`src/sgpa_pkg.sv`:
```
// Purpose: Constants for the serializer sideband GPIO and audio block.
// Assumes: Byte-wide registers reached through a simple register port.
// Notes:   Config nibble codes select input, output, high or low.
package sgpa_pkg;
  localparam logic [7:0] LINE0_CONFIG_ADDR       = 8'h0d;
  localparam logic [7:0] LINE1_LINE2_CONFIG_ADDR = 8'h0e;
  localparam logic [7:0] LINE3_OUT4_CONFIG_ADDR  = 8'h0f;
  localparam logic [7:0] OUT5_OUT6_CONFIG_ADDR   = 8'h10;
  localparam logic [7:0] OUT7_OUT8_CONFIG_ADDR   = 8'h11;
  localparam logic [7:0] COLOUR_MODE_CONFIG_ADDR = 8'h12;
  localparam logic [7:0] REG_RESET               = 8'h00;
  localparam logic [7:0] MODE18_VALUE            = 8'h04;
  localparam int         MODE18_BIT              = 2;
  localparam int         SEC_AUDIO_BIT           = 0;
  localparam logic [7:0] LINE0_FWD               = 8'h93;
  localparam logic [7:0] LINE0_BACK              = 8'h95;
  localparam logic [3:0] NIB_FWD                 = 4'h3;
  localparam logic [3:0] NIB_BACK                = 4'h5;
  localparam logic [3:0] NIB_HIGH                = 4'h9;
  localparam logic [3:0] NIB_LOW                 = 4'h1;
  localparam int         PCLK_HZ                 = 25000000;
  localparam int         AUDIO_CLK_MAX_HZ        = 12288000;
  localparam int         AUDIO_RATE_DIV          = 4;
  localparam int         LINE_COUNT              = 4;
  localparam int         OUT_COUNT               = 5;
  localparam int         AUDIO_LINES             = 4;
  typedef enum logic [1:0] {SGPA_OFF, SGPA_FWD, SGPA_BACK} sgpa_dir_e;
endpackage : sgpa_pkg

```
`src/sgpa_sideband.sv`:
```
// Purpose: Sideband GPIO, register-driven outputs and audio input sampling.
// Assumes: Register port and link data are in the pixel clock domain.
// Notes:   Audio pins and strap come from outside and are synchronised.
`timescale 1ns/1ps
`default_nettype none
// How it works
// (RL1) In 18-bit mode the four low colour inputs become configurable lines.
// (RL2) Writing 0x04 to register colour_mode_config enables 18-bit mode.
// (RL3) Line 3 uses low nibble of line3_out4_config: 3 forward, 5 back.
// (RL4) Line 2 uses high nibble of line1_line2_config: 3 forward, 5 back.
// (RL5) Line 1 uses low nibble of line1_line2_config: 3 forward, 5 back.
// (RL6) Line 0 uses register line0_config: 0x93 forward, 0x95 back.
// (RL7) Outputs 8 to 4 are driven only from register bits in 18-bit mode.
// (RL8) Output 8 uses high nibble of out7_out8_config: 9 high, 1 low.
// (RL9) Output 7 uses low nibble of out7_out8_config: 9 high, 1 low.
// (RL10) Output 6 uses high nibble of out5_out6_config: 9 high, 1 low.
// (RL11) Output 5 uses low nibble of out5_out6_config: 9 high, 1 low.
// (RL12) Output 4 uses high nibble of line3_out4_config: 9 high, 1 low.
// (RL13) In 24-bit mode clock, word select and data audio lines are carried.
// (RL14) Audio source keeps bit rate at or below a quarter pixel clock.
// (RL15) Secondary data is clocked by and aligned to the audio bit clock.
// (RL16) Secondary audio is enabled by strap input or register colour_mode_config bit 0.
// (RL17) Audio bit clocks up to 12.288 MHz are accepted.
// (RL18) Secondary audio forces 18-bit mode and enables the secondary input.
// (RL19) In 24-bit mode colour inputs stay video; line nibbles are ignored.
module sgpa_sideband #(
  parameter int LINES = sgpa_pkg::LINE_COUNT,
  parameter int OUTS  = sgpa_pkg::OUT_COUNT
) (
  input  wire logic             clock,
  input  wire logic             rst_n,
  input  wire logic             regWrite,
  input  wire logic             regRead,
  input  wire logic [7:0]       regAddr,
  input  wire logic [7:0]       regWdata,
  output logic      [7:0]       regRdata,
  input  wire logic [LINES-1:0] colourLow,
  output logic      [LINES-1:0] videoLow,
  output logic      [LINES-1:0] fwdLineData,
  output logic      [LINES-1:0] fwdLineValid,
  input  wire logic [LINES-1:0] backLineData,
  output logic      [LINES-1:0] lineOut,
  output logic      [LINES-1:0] lineOutEn,
  output logic      [OUTS-1:0]  register_driven_outputs,
  input  wire logic             secAudioStrap,
  input  wire logic             audioBitClock,
  input  wire logic             audio_word_select,
  input  wire logic             audio_primary_data,
  input  wire logic             audio_secondary_data,
  output logic                  audioSampleValid,
  output logic      [3:0]       audioSample,
  output logic                  mode18,
  output logic                  secAudioOn
);
  import sgpa_pkg::*;

  // ****************************************
  // Registers
  // ****************************************
  logic [7:0] line0Cfg;
  logic [7:0] line12Cfg;
  logic [7:0] line3Out4Cfg;
  logic [7:0] out56Cfg;
  logic [7:0] out78Cfg;
  logic [7:0] modeCfg;

  function automatic logic addrHit(input logic       strobe,
                                   input logic [7:0] addr,
                                   input logic [7:0] target);
    return strobe && (addr == target);
  endfunction : addrHit

  always_ff @(posedge clock or negedge rst_n) begin
    if (!rst_n) begin
      line0Cfg <= REG_RESET;
    end else if (addrHit(regWrite, regAddr, LINE0_CONFIG_ADDR)) begin
      line0Cfg <= regWdata; // RL6
    end
  end

  always_ff @(posedge clock or negedge rst_n) begin
    if (!rst_n) begin
      line12Cfg <= REG_RESET;
    end else if (addrHit(regWrite, regAddr, LINE1_LINE2_CONFIG_ADDR)) begin
      line12Cfg <= regWdata; // RL4 RL5
    end
  end

  always_ff @(posedge clock or negedge rst_n) begin
    if (!rst_n) begin
      line3Out4Cfg <= REG_RESET;
    end else if (addrHit(regWrite, regAddr, LINE3_OUT4_CONFIG_ADDR)) begin
      line3Out4Cfg <= regWdata; // RL3 RL12
    end
  end

  always_ff @(posedge clock or negedge rst_n) begin
    if (!rst_n) begin
      out56Cfg <= REG_RESET;
    end else if (addrHit(regWrite, regAddr, OUT5_OUT6_CONFIG_ADDR)) begin
      out56Cfg <= regWdata; // RL10 RL11
    end
  end

  always_ff @(posedge clock or negedge rst_n) begin
    if (!rst_n) begin
      out78Cfg <= REG_RESET;
    end else if (addrHit(regWrite, regAddr, OUT7_OUT8_CONFIG_ADDR)) begin
      out78Cfg <= regWdata; // RL8 RL9
    end
  end

  always_ff @(posedge clock or negedge rst_n) begin
    if (!rst_n) begin
      modeCfg <= REG_RESET;
    end else if (addrHit(regWrite, regAddr, COLOUR_MODE_CONFIG_ADDR)) begin
      modeCfg <= regWdata; // RL2 RL16
    end
  end

  always_ff @(posedge clock or negedge rst_n) begin
    if (!rst_n) begin
      regRdata <= REG_RESET;
    end else if (regRead) begin
      unique case (regAddr)
        LINE0_CONFIG_ADDR:       regRdata <= line0Cfg;
        LINE1_LINE2_CONFIG_ADDR: regRdata <= line12Cfg;
        LINE3_OUT4_CONFIG_ADDR:  regRdata <= line3Out4Cfg;
        OUT5_OUT6_CONFIG_ADDR:   regRdata <= out56Cfg;
        OUT7_OUT8_CONFIG_ADDR:   regRdata <= out78Cfg;
        COLOUR_MODE_CONFIG_ADDR: regRdata <= modeCfg;
        default:                 regRdata <= REG_RESET;
      endcase
    end
  end

  // ****************************************
  // Strap and mode
  // ****************************************
  logic strapMeta;
  logic strapSync;

  always_ff @(posedge clock or negedge rst_n) begin
    if (!rst_n) begin
      strapMeta <= 1'b0;
      strapSync <= 1'b0;
    end else begin
      strapMeta <= secAudioStrap;
      strapSync <= strapMeta;
    end
  end

  logic next_secAudio;
  logic next_mode18;
  assign next_secAudio = strapSync | modeCfg[SEC_AUDIO_BIT]; // RL16
  assign next_mode18 = modeCfg[MODE18_BIT] | next_secAudio; // RL2 RL18

  always_ff @(posedge clock or negedge rst_n) begin
    if (!rst_n) begin
      mode18 <= 1'b0;
    end else begin
      mode18 <= next_mode18; // RL2 RL18
    end
  end

  always_ff @(posedge clock or negedge rst_n) begin
    if (!rst_n) begin
      secAudioOn <= 1'b0;
    end else begin
      secAudioOn <= next_secAudio; // RL16
    end
  end

  // ****************************************
  // General lines
  // ****************************************
  function automatic sgpa_dir_e nibDir(input logic [3:0] nib);
    if (nib == NIB_FWD) begin
      return SGPA_FWD;
    end else if (nib == NIB_BACK) begin
      return SGPA_BACK;
    end
    return SGPA_OFF;
  endfunction : nibDir

  function automatic logic nibLevel(input logic [3:0] nib,
                                    input logic       prev);
    if (nib == NIB_HIGH) begin
      return 1'b1;
    end else if (nib == NIB_LOW) begin
      return 1'b0;
    end
    return prev;
  endfunction : nibLevel

  sgpa_dir_e lineDir [LINES];
  always_comb begin
    lineDir[0] = (line0Cfg == LINE0_FWD) ? SGPA_FWD :
                 (line0Cfg == LINE0_BACK) ? SGPA_BACK : SGPA_OFF; // RL6
    lineDir[1] = nibDir(line12Cfg[3:0]); // RL5
    lineDir[2] = nibDir(line12Cfg[7:4]); // RL4
    lineDir[3] = nibDir(line3Out4Cfg[3:0]); // RL3
  end

  logic [LINES-1:0] lineFwd;
  logic [LINES-1:0] lineBack;
  always_comb begin
    for (int i = 0; i < LINES; i++) begin
      lineFwd[i]  = mode18 && (lineDir[i] == SGPA_FWD); // RL1
      lineBack[i] = mode18 && (lineDir[i] == SGPA_BACK); // RL1 RL19
    end
  end

  always_ff @(posedge clock or negedge rst_n) begin
    if (!rst_n) begin
      videoLow <= '0;
    end else begin
      videoLow <= mode18 ? '0 : colourLow; // RL19
    end
  end

  always_ff @(posedge clock or negedge rst_n) begin
    if (!rst_n) begin
      fwdLineValid <= '0;
    end else begin
      fwdLineValid <= lineFwd; // RL1
    end
  end

  always_ff @(posedge clock or negedge rst_n) begin
    if (!rst_n) begin
      fwdLineData <= '0;
    end else begin
      fwdLineData <= colourLow & lineFwd; // RL1
    end
  end

  always_ff @(posedge clock or negedge rst_n) begin
    if (!rst_n) begin
      lineOutEn <= '0;
    end else begin
      lineOutEn <= lineBack; // RL1
    end
  end

  always_ff @(posedge clock or negedge rst_n) begin
    if (!rst_n) begin
      lineOut <= '0;
    end else begin
      lineOut <= backLineData & lineBack; // RL1
    end
  end

  // ****************************************
  // Register-driven outputs
  // ****************************************
  logic [3:0] outNib [OUTS];
  always_comb begin
    outNib[0] = line3Out4Cfg[7:4]; // RL12
    outNib[1] = out56Cfg[3:0]; // RL11
    outNib[2] = out56Cfg[7:4]; // RL10
    outNib[3] = out78Cfg[3:0]; // RL9
    outNib[4] = out78Cfg[7:4]; // RL8
  end

  logic [OUTS-1:0] outLevel;
  logic [OUTS-1:0] next_outLevel;
  always_comb begin
    for (int i = 0; i < OUTS; i++) begin
      next_outLevel[i] = nibLevel(outNib[i], outLevel[i]);
    end
  end

  always_ff @(posedge clock or negedge rst_n) begin
    if (!rst_n) begin
      outLevel <= '0;
    end else begin
      outLevel <= next_outLevel;
    end
  end

  always_ff @(posedge clock or negedge rst_n) begin
    if (!rst_n) begin
      register_driven_outputs <= '0;
    end else begin
      register_driven_outputs <= mode18 ? next_outLevel : '0; // RL7
    end
  end

  // ****************************************
  // Audio input
  // ****************************************
  logic [3:0] audioMeta;
  logic [3:0] audioSync;
  logic       bitClkPrev;

  always_ff @(posedge clock or negedge rst_n) begin
    if (!rst_n) begin
      audioMeta  <= '0;
      audioSync  <= '0;
      bitClkPrev <= 1'b0;
    end else begin
      audioMeta  <= {audio_secondary_data, audio_primary_data,
                     audio_word_select, audioBitClock};
      audioSync  <= audioMeta;
      bitClkPrev <= audioSync[0];
    end
  end

  // Bit clock at or below a quarter of the pixel clock keeps edges visible.
  always_ff @(posedge clock or negedge rst_n) begin
    if (!rst_n) begin
      audioSampleValid <= 1'b0;
      audioSample      <= '0;
    end else begin
      audioSampleValid <= audioSync[0] & ~bitClkPrev; // RL13 RL14 RL17
      if (audioSync[0] & ~bitClkPrev) begin
        audioSample <= {audioSync[3] & secAudioOn, audioSync[2],
                        audioSync[1], 1'b1}; // RL15 RL18
      end
    end
  end
endmodule : sgpa_sideband
`default_nettype wire

```
`config.mk`:
```
export PLATFORM = sky130hd
export DESIGN_NAME = sgpa_sideband
export DESIGN_NICKNAME = d
export VERILOG_FILES = /design/src/sgpa_pkg.sv /design/src/sgpa_sideband.sv
export SDC_FILE = /design/constraint.sdc
export NUM_CORES = 1
export LEC_CHECK = 0
export BUFFER_PORTS_ARGS = -buffer_cell sky130_fd_sc_hd__buf_2
export CORE_UTILIZATION = 50
export CTS_CLUSTER_SIZE = 10
export DETAILED_ROUTE_END_ITERATION = 12
export PLACE_DENSITY = 0.72
export SYNTH_ARGS = -nofsm -noshare
export SYNTH_HDL_FRONTEND = slang
export SYNTH_SLANG_ARGS = --single-unit
```
`constraint.sdc`:
```
create_clock -name clock -period 1.9 [get_ports clock]
set_input_delay 0.19 -clock clock [delete_from_list [all_inputs] [get_ports clock]]
set_output_delay 0.19 -clock clock [all_outputs]
set_load 0.1 [all_outputs]
```
# Word level (Yosys, flattened, before mapping)
# Index checks and enable logic that the tools add are counted.
word_totals:
  regBits: 104
  latch_bits: 0
  mem_bits_rw: 0
  rom_bits: 0
  in_bits: 33
  output_inout_bits: 40
  word_cells: 121
  mem_count: 0
op_classes:
  add_sub_neg: 0
  multipliers: 0
  div: 0
  n_lt_le_gt_ge: 0
  eq_ne: 32
  n_shift: 0
  muxes: 45
  bitwise: 7
  reduce_logical: 14
op_table:
  columns: ["cell", "n"]
  rows:
  - ["$pmux 8 s6", 1]
  - ["$mux 1", 31]
  - ["$eq 8x4->1 const B", 3]
  - ["$eq 8x5->1 const B", 3]
  - ["$mux 2", 11]
  - ["$eq 4x1->1 const B", 5]
  - ["$eq 4x4->1 const B", 5]
  - ["$eq 8x8->1 const B", 2]
  - ["$logic_and 1x1->1", 14]
  - ["$eq 4x2->1 const B", 3]
  - ["$eq 4x3->1 const B", 3]
  - ["$and 4x4->4", 2]
  - ["$eq 2x1->1 const B", 4]
  - ["$eq 2x2->1 const B", 4]
  - ["$mux 5", 1]
  - ["$mux 4", 1]
  - ["$and 1x1->1", 2]
  - ["$or 1x1->1", 2]
  - ["$not 1->1", 1]

# Depth between registers and ports, before layout
# Gate-level depths: netlist of run 1.
logic_depth:
  word_depth: 7
  ltp_mapped: 6

# Worst setup path before layout of run 1
# Ideal clock, no wire load.
synth_timing:
  path_type: "flip-flop to flip-flop"
  from: "reg mode18"
  to: "reg lineOut[2]"
  setup_time_ns: 0.066
  arrival_time_ns: 1.712
  t_required_ns: 1.834
  setup_slack_ns: 0.122
  path_stages_with_launch: 5
  path_cell_list: "dfrtp_1 -> clkbuf_1 -> nand3b_1 -> nor3b_1 -> and2_1"
synth_between:
  elab_chain_cells: 2
synth_rtl:
  columns: ["element", "line", "text"]
  rows:
  - ["from (decl)", "sgpa_sideband.sv:52", "output logic mode18,"]
  - ["from (signal assigned)", "sgpa_sideband.sv:162", "mode18 <= next_mode18;"]
  - ["$logic_and 1x1->1", "sgpa_sideband.sv:210", "lineBack[i] = mode18 && (lineDir[i] == SGPA_BACK);"]
  - ["named net lineBack[2]", "sgpa_sideband.sv:206", "logic [LINES-1:0] lineBack;"]
  - ["$and 4x4->4", "sgpa_sideband.sv:250", "lineOut <= backLineData & lineBack;"]
  - ["to (signal assigned)", "sgpa_sideband.sv:250", null]
  - ["to (decl)", "sgpa_sideband.sv:42", "output logic [LINES-1:0] lineOut,"]
# The timed path passes the listed nets, and every way through them passes these cells.
# A chain may end at the register's enable or synchronous reset.

# Worst setup path after layout of run 1
layout_timing:
  from: "reg mode18"
  to: "out mode18"
# No word-level cell between the ends.

==> impl_metrics.toml, run 1 <==
[status]
status = "finished, final reports clean"

[worst_setup_path]
crit_path_max_incr_delay_ns = 0.55
worst-path-buf-inv = 1
path_cells = "buf_2"
crit_fanout = 8
cp.required_ns = 1.71
cp.arrival_ns = 1.41
end_kind = "output pin"
path_class = "reg -> out"
slowest_stage = "dfrtp_1"
crit_family = "flip-flops"
startpoint_type = "register"

[layout]
layout.nets = 423
antennaDiodeCount = 0
drive_gt1_share_pct = 43.3
syn_to_final_growth_pct = 19.0
layout_common_cells = "dfrtp_1, buf_2, mux2_2, and2_1, nor2_1"
final_common_cell = "dfrtp_1"
num-fill-cells = 663

[logic_synthesis]
synthAdderAreaFrac_pct = 0
synth-simple-area-share_pct = 12.5
synth_area_mm2 = 0.00423
synthCells = 302
yosysWarnings = 0
syn-num-nets = 335
synth-xor-area-share_pct = 0
synth_compound_area_share_pct = 5.53
syn_avg_cell_area_um2 = 14.0
synth-seq-cells = 104
synthMuxAreaShare_pct = 18.2
synth-edff-count = 0
ys_types = 39
seq_area_frac_synth_pct = 61.5
async_flop_share_pct = 100
synthFlopType = "dfrtp_1"
synth_top_family_by_area = "multiplexers"

[timing]
fin_tns_setup_ns = 0
finalCritPeriodShare_pct = 84.0
rsz0062_at_grt = "false"
fin_skew_ns = 0.0124
finalWorstSetupSlack_ns = 0.304
hold_viol = 0
max_slew_margin_pct = 67.6
report.final.slew_viol_count = 0
period_minus_slack_ns = 1.60
fmax_mhz = 627
setup-violations-final = 0
worst_pin_slew_ns = 0.490

[floorplanning]
start_util_pct = 51.5
die-height_um = 94.0
rows = 33
boundaryPins = 73
dieWidth_um = 94.0
design.core.area_mm2 = 0.00822
dieArea_mm2 = 0.00884

[power]
seqPwrFrac_pct = 54.6
p_clk_share_pct = 31.7
ir_drop_mv = 0.446
switching_share_pct = 28.5
p_comb_share_pct = 13.7
p_sw_w = 0.00124
p_int_w = 0.00310
p_per_area_mw_per_mm2 = 861
leakagePower_nw = 2.52

[place]
gp_congestion = 0.857
dp_worst_setup_slack_ns = 0.133
port_buffers = 72
dp.final_hpwl_um = 6030

[clock_network]
post_cts_buffers = 0
hold_buffers = 6
cts_max_level = 3
cts.sinks = 104
clk_pin_slew_ns = 0.10
cts_resized = 0
cts_buffers = 9
clk_path_buf_depth = 2
insertion_delay_ns = 0.36
cts_root_buffer = "clkbuf_8"
cts_tree = "done"

[global_routing]
grt_use_total_pct = 20.7
grt_pass1_vias = 2643
grt_max_degree = 38
grt_pass1_wl_um = 13500
antenna_found_initial = 0
grt_overflow = 0

[routing]
wl_per_cell_um = 16.8
via_count = 2679
drc = 0
viasPerCell = 5.36
drtIter0Drc = 116
wirelength_um = 8420
drt_pass1_iterations = 4
postRouteAntennaNets = 0

[job]
max_cap_viol_count = 0

[min_path]
hold_class = "in -> reg"
logic make-up after synthesis:
logic type             count (synthesis)
AND/OR/NAND/NOR                       76
multiplexers                          68
flip-flops                           104
AO/OA/AOI/OAI                         33
buffers and inverters                 21
path summary, 6_finish.rpt:
check	slack, ns	start	cells past startpoint	endpoint
worst max-delay path	0.30	mode18$_DFF_PN0_	1	mode18
min in group asynchronous	0.32	rst_n	2	videoLow[3]$_DFF_PN0_
max in group asynchronous	1.03	rst_n	3	out56Cfg[0]$_DFFE_PN0P_
worst max register to register	0.35	line0Cfg[5]$_DFFE_PN0P_	4	lineOut[0]$_DFF_PN0_
worst min register to register	0.36	audioMeta[1]$_DFF_PN0_	0	audioSync[1]$_DFF_PN0_
worst min-delay path	0.03	backLineData[3]	2	lineOut[3]$_DFF_PN0_
state kept, by name, summed over array words and instances, names as in the netlist, 4 cells and up:
name	flops
audioMeta	4
audioSample	4
audioSync	4
fwdLineData	4
fwdLineValid	4
line0Cfg	8
line12Cfg	8
line3Out4Cfg	8
lineOut	4
lineOutEn	4
modeCfg	8
out56Cfg	8
out78Cfg	8
outLevel	5
regRdata	8
register_driven_outputs	5
videoLow	4
routing by layer:
metal | global-route usage, % | wire length (um)
met1 | 28.8 | 3890
met2 | 32.2 | 4030
met3 | 4.61 | 389
met4 | 6.67 | 110
met5 | 0 | 0
area by class of cell:
cell class                      count  area (um2)  share of cell area (%)
Multi-Input combinational cell    177        1540                    30.5
Sequential cell                   104        2600                    51.7
Clock buffer                        9         124                    2.46
Tap cell                          105         131                    2.61
Clock inverter                      7        76.3                    1.52
Timing Repair Buffer               90         538                    10.7
Inverter                            8        30.0                   0.596
cells in the mapped netlist (4+ instances only):
master       n  area share [%]
nor3_1       4            0.47
a21oi_1      6            0.71
nor2_1      13             1.2
a22o_1       6             1.2
and2_1      13             1.9
nor2b_1      7             1.0
nor3b_1      9             1.6
mux2_2      56              15
o2bb2ai_1    5             1.0
nand3b_1     5            0.89
a31oi_1      6            0.89
buf_2        7            0.83
nor4_1       4            0.59
inv_1        8            0.71
mux2i_1      7             1.7
dfrtp_1    104              61
mux2_4       4             1.4
a22oi_1      5            0.89
power groups by stage:
| stage | Combinational (W) | Clock (W) | Sequential, W |
|---|---|---|---|
| finish | 0.000593 | 0.00138 | 0.00237 |
| global route | 0.000632 | 0.00150 | 0.00239 |
| CTS | 0.000598 | 0.00141 | 0.00237 |
| detailed placement | 0.000587 | 0 | 0.00241 |
| global placement | 0.000577 | 0 | 0.00241 |
| floorplan | 0.000169 | 0 | 0.00263 |
metrics by stage:
step                      area, um2  util, %  power, W  instances  hold WS (ns)
after global routing           5040     61.3   0.00452        500        0.0180
after detailed placement       4780     58.1   0.00300        478         0.175
after CTS                      5040     61.3   0.00438        500        0.0215
after global placement         4780     58.1   0.00299        478         0.169
final                          5040     61.3   0.00434        500        0.0330
after floorplan                4230        -   0.00280        302        -0.106
Power figures use the tool's default switching activity.
==> run 2: changes to the inputs <==
==> constraint.sdc (replaced) <==
create_clock -name clock -period 1.52 [get_ports clock]
set_input_delay 0.152 -clock clock [delete_from_list [all_inputs] [get_ports clock]]
set_output_delay 0.152 -clock clock [all_outputs]
set_load 0.1 [all_outputs]
==> run 2 against run 1 <==
  * Clock skew increased by 0.0027 ns
  * Non-clock buffer count increased by 19
  * Global-route usage increased by 0.72 points
  * Sequential share of layout area decreased by 2.0 points
  * Die area unchanged
  * Critical path depth increased by 4
  * Design area increased by 4.0%
  * Via count increased by 2.9%
  * Sequential cell count unchanged
  * Sequential power increased by 25%
  * Highest routed layer unchanged
==> impl_metrics.toml, run 2 (synthesis gave the netlist of run 1 again) <==
[worst_setup_path]
worstRegToRegCells = 5
r2r_start = "line0Cfg[5]$_DFFE_PN0P_"
cp.required_ns = 1.83
path_class = "reg -> reg"
rr_endpoint = "lineOut[0]$_DFF_PN0_"
cp.arrival_ns = 1.74
end_kind = "register"
startpoint_type = "register"
rrSetupSlack_ns = 0.09
crit_fanout = 3

[layout]
drive_gt1_share_pct = 45.4
layout.nets = 442
layout_common_cells = "dfrtp_1, buf_2, mux2_2, buf_4"
multi_input_area_mm2 = 0.00155
ff_latch_area_mm2 = 0.00260
antennaDiodeCount = 0
syn_to_final_growth_pct = 23.7
final_common_cell = "dfrtp_1"
instances_no_fill = 519
fin_area_mm2 = 0.00524
num-fill-cells = 635

[timing]
max_slew_margin_pct = 66.5
worst_pin_slew_ns = 0.503
finalCritPeriodShare_pct = 93.9
setup-violations-final = 0
rsz0062_at_grt = "true"
fmax_mhz = 701
report.final.slew_viol_count = 0
fin_skew_ns = 0.0151
hold_viol = 0
finalWorstSetupSlack_ns = 0.0932
period_minus_slack_ns = 1.43

[floorplanning]
die-height_um = 94.0
dieArea_mm2 = 0.00884
boundaryPins = 73
start_util_pct = 51.5
dieWidth_um = 94.0
rows = 33
design.core.area_mm2 = 0.00822

[global_routing]
grt_pass1_vias = 2745
grt_util_met3_pct = 3.16
top_usage_layer = "met2"
grt_pass1_wl_um = 14000
gr-usage-met2_pct = 32.1
grt_use_total_pct = 21.4
grt_overflow = 0
gr-usage-met1_pct = 31.3
grt_max_degree = 38
antenna_found_initial = 0

[min_path]
hp-start = "colourLow[1]"
hold_class = "in -> reg"
holdPathEnd = "fwdLineData[1]$_DFF_PN0_"
holdPathStages = 2

[routing]
drtIter0Drc = 131
drc = 0
viasPerCell = 5.31
postRouteAntennaNets = 0
wirelength_um = 8590
wl_per_cell_um = 16.6
via_count = 2758
drt_pass1_iterations = 4

[place]
dp_cells = 491
post_dp_cell_area_mm2 = 0.00490
dp_worst_setup_slack_ns = -0.142
port_buffers = 72
dp.final_hpwl_um = 6310
gp_congestion = 0.898

[clock_network]
post_cts_buffers = 0
cts.sinks = 104
clk_pin_slew_ns = 0.11
insertion_delay_ns = 0.37
cts_root_buffer = "clkbuf_8"
cts_tree = "done"
clk_path_buf_depth = 2
cts_max_level = 3
cts_buffers = 9

[power]
p_int_w = 0.00385
p_sw_w = 0.00158
p_comb_share_pct = 14.5
leakagePower_nw = 2.62
ir_drop_mv = 0.627
switching_share_pct = 29.1
seqPwrFrac_pct = 54.6
p_clk_share_pct = 30.9
p_per_area_mw_per_mm2 = 1040

[job]
max_cap_viol_count = 0

[status]
status = "finished, final reports clean"
run 2: cell count changes in the layout (fill, tap and decap cells not counted), moves of 2 or more:
cell,previous run,this run
clkinv_4,0,2
nor3b_2,0,2
dlygate4sd3_1,6,12
nor3b_1,9,7
buf_4,11,23
clkbuf_8,9,11
buf_12,2,4
clkinvlp_4,2,0
run 2: final cells by class:
class	count	share of cell area, %
flip-flops and latches	104	49.7
multi-input cells	177	29.6
repair buffers	109	13.8
clock buffers	11	2.89
well taps	105	2.51
clock inverters	5	0.884
inverters	8	0.573
run 2: stage by stage:
| step | setup TNS (ns) | power [W] | utilization, % | hold slack [ns] |
|---|---|---|---|---|
| finish | 0 | 0.00543 | 63.7 | 0.00869 |
| global route | -0.00662 | 0.00566 | 63.7 | 0.0131 |
| CTS | 0 | 0.00549 | 63.5 | 0.00134 |
| detailed placement | -4.40 | 0.00379 | 59.7 | 0.158 |
| global placement | -3.64 | 0.00377 | 59.7 | 0.155 |
| floorplan | 0 | 0.00350 | - | -0.144 |
run 2: worst max-delay path: stages (launching register included):
cell and delay [ns]:
dfrtp_1 0.41, nor4bb_2 0.30, buf_4 0.16, nand4b_1 0.14
nor3b_2 0.23, and2_1 0.14
run 2: layer usage:
metal	vias up	routed length [um]
met2	64	4020
met1	1392	4120
met3	10	326
met5	-	0
met4	0	131
li1	1292	-
run 2: worst max-delay path by stage:
stage / endpoint / slack (ns) / depth (start not counted) / from
2_1_floorplan: lineOut[2]$_DFF_PN0_ / 0.02 / 4 / mode18$_DFF_PN0_
3_3_place_gp: line3Out4Cfg[3]$_DFFE_PN0P_ / -0.12 / 5 / regAddr[5]
3_5_place_dp: line3Out4Cfg[7]$_DFFE_PN0P_ / -0.14 / 5 / regAddr[5]
4_1_cts: lineOut[0]$_DFF_PN0_ / 0.05 / 5 / line0Cfg[5]$_DFFE_PN0P_
5_1_grt: lineOut[0]$_DFF_PN0_ / -0.007 / 5 / line0Cfg[5]$_DFFE_PN0P_
6_report: lineOut[0]$_DFF_PN0_ / 0.09 / 5 / line0Cfg[5]$_DFFE_PN0P_
run 2: timing repair:
item / CTS / global route
gates resized for setup: 0 / 3
endpoints found under the hold margin: 47 / 0
hold buffers: 12 / 0
setup endpoints to repair: 0 / 2
run 2: power by group through the flow:
| stage | combinational [W] | sequential [W] | clock, W |
|---|---|---|---|
| after CTS | 0.000794 | 0.00296 | 0.00173 |
| after floorplan | 0.000212 | 0.00329 | 0 |
| after global placement | 0.000759 | 0.00301 | 0 |
| final | 0.000787 | 0.00297 | 0.00168 |
| after detailed placement | 0.000769 | 0.00302 | 0 |
| after global routing | 0.000842 | 0.00298 | 0.00184 |
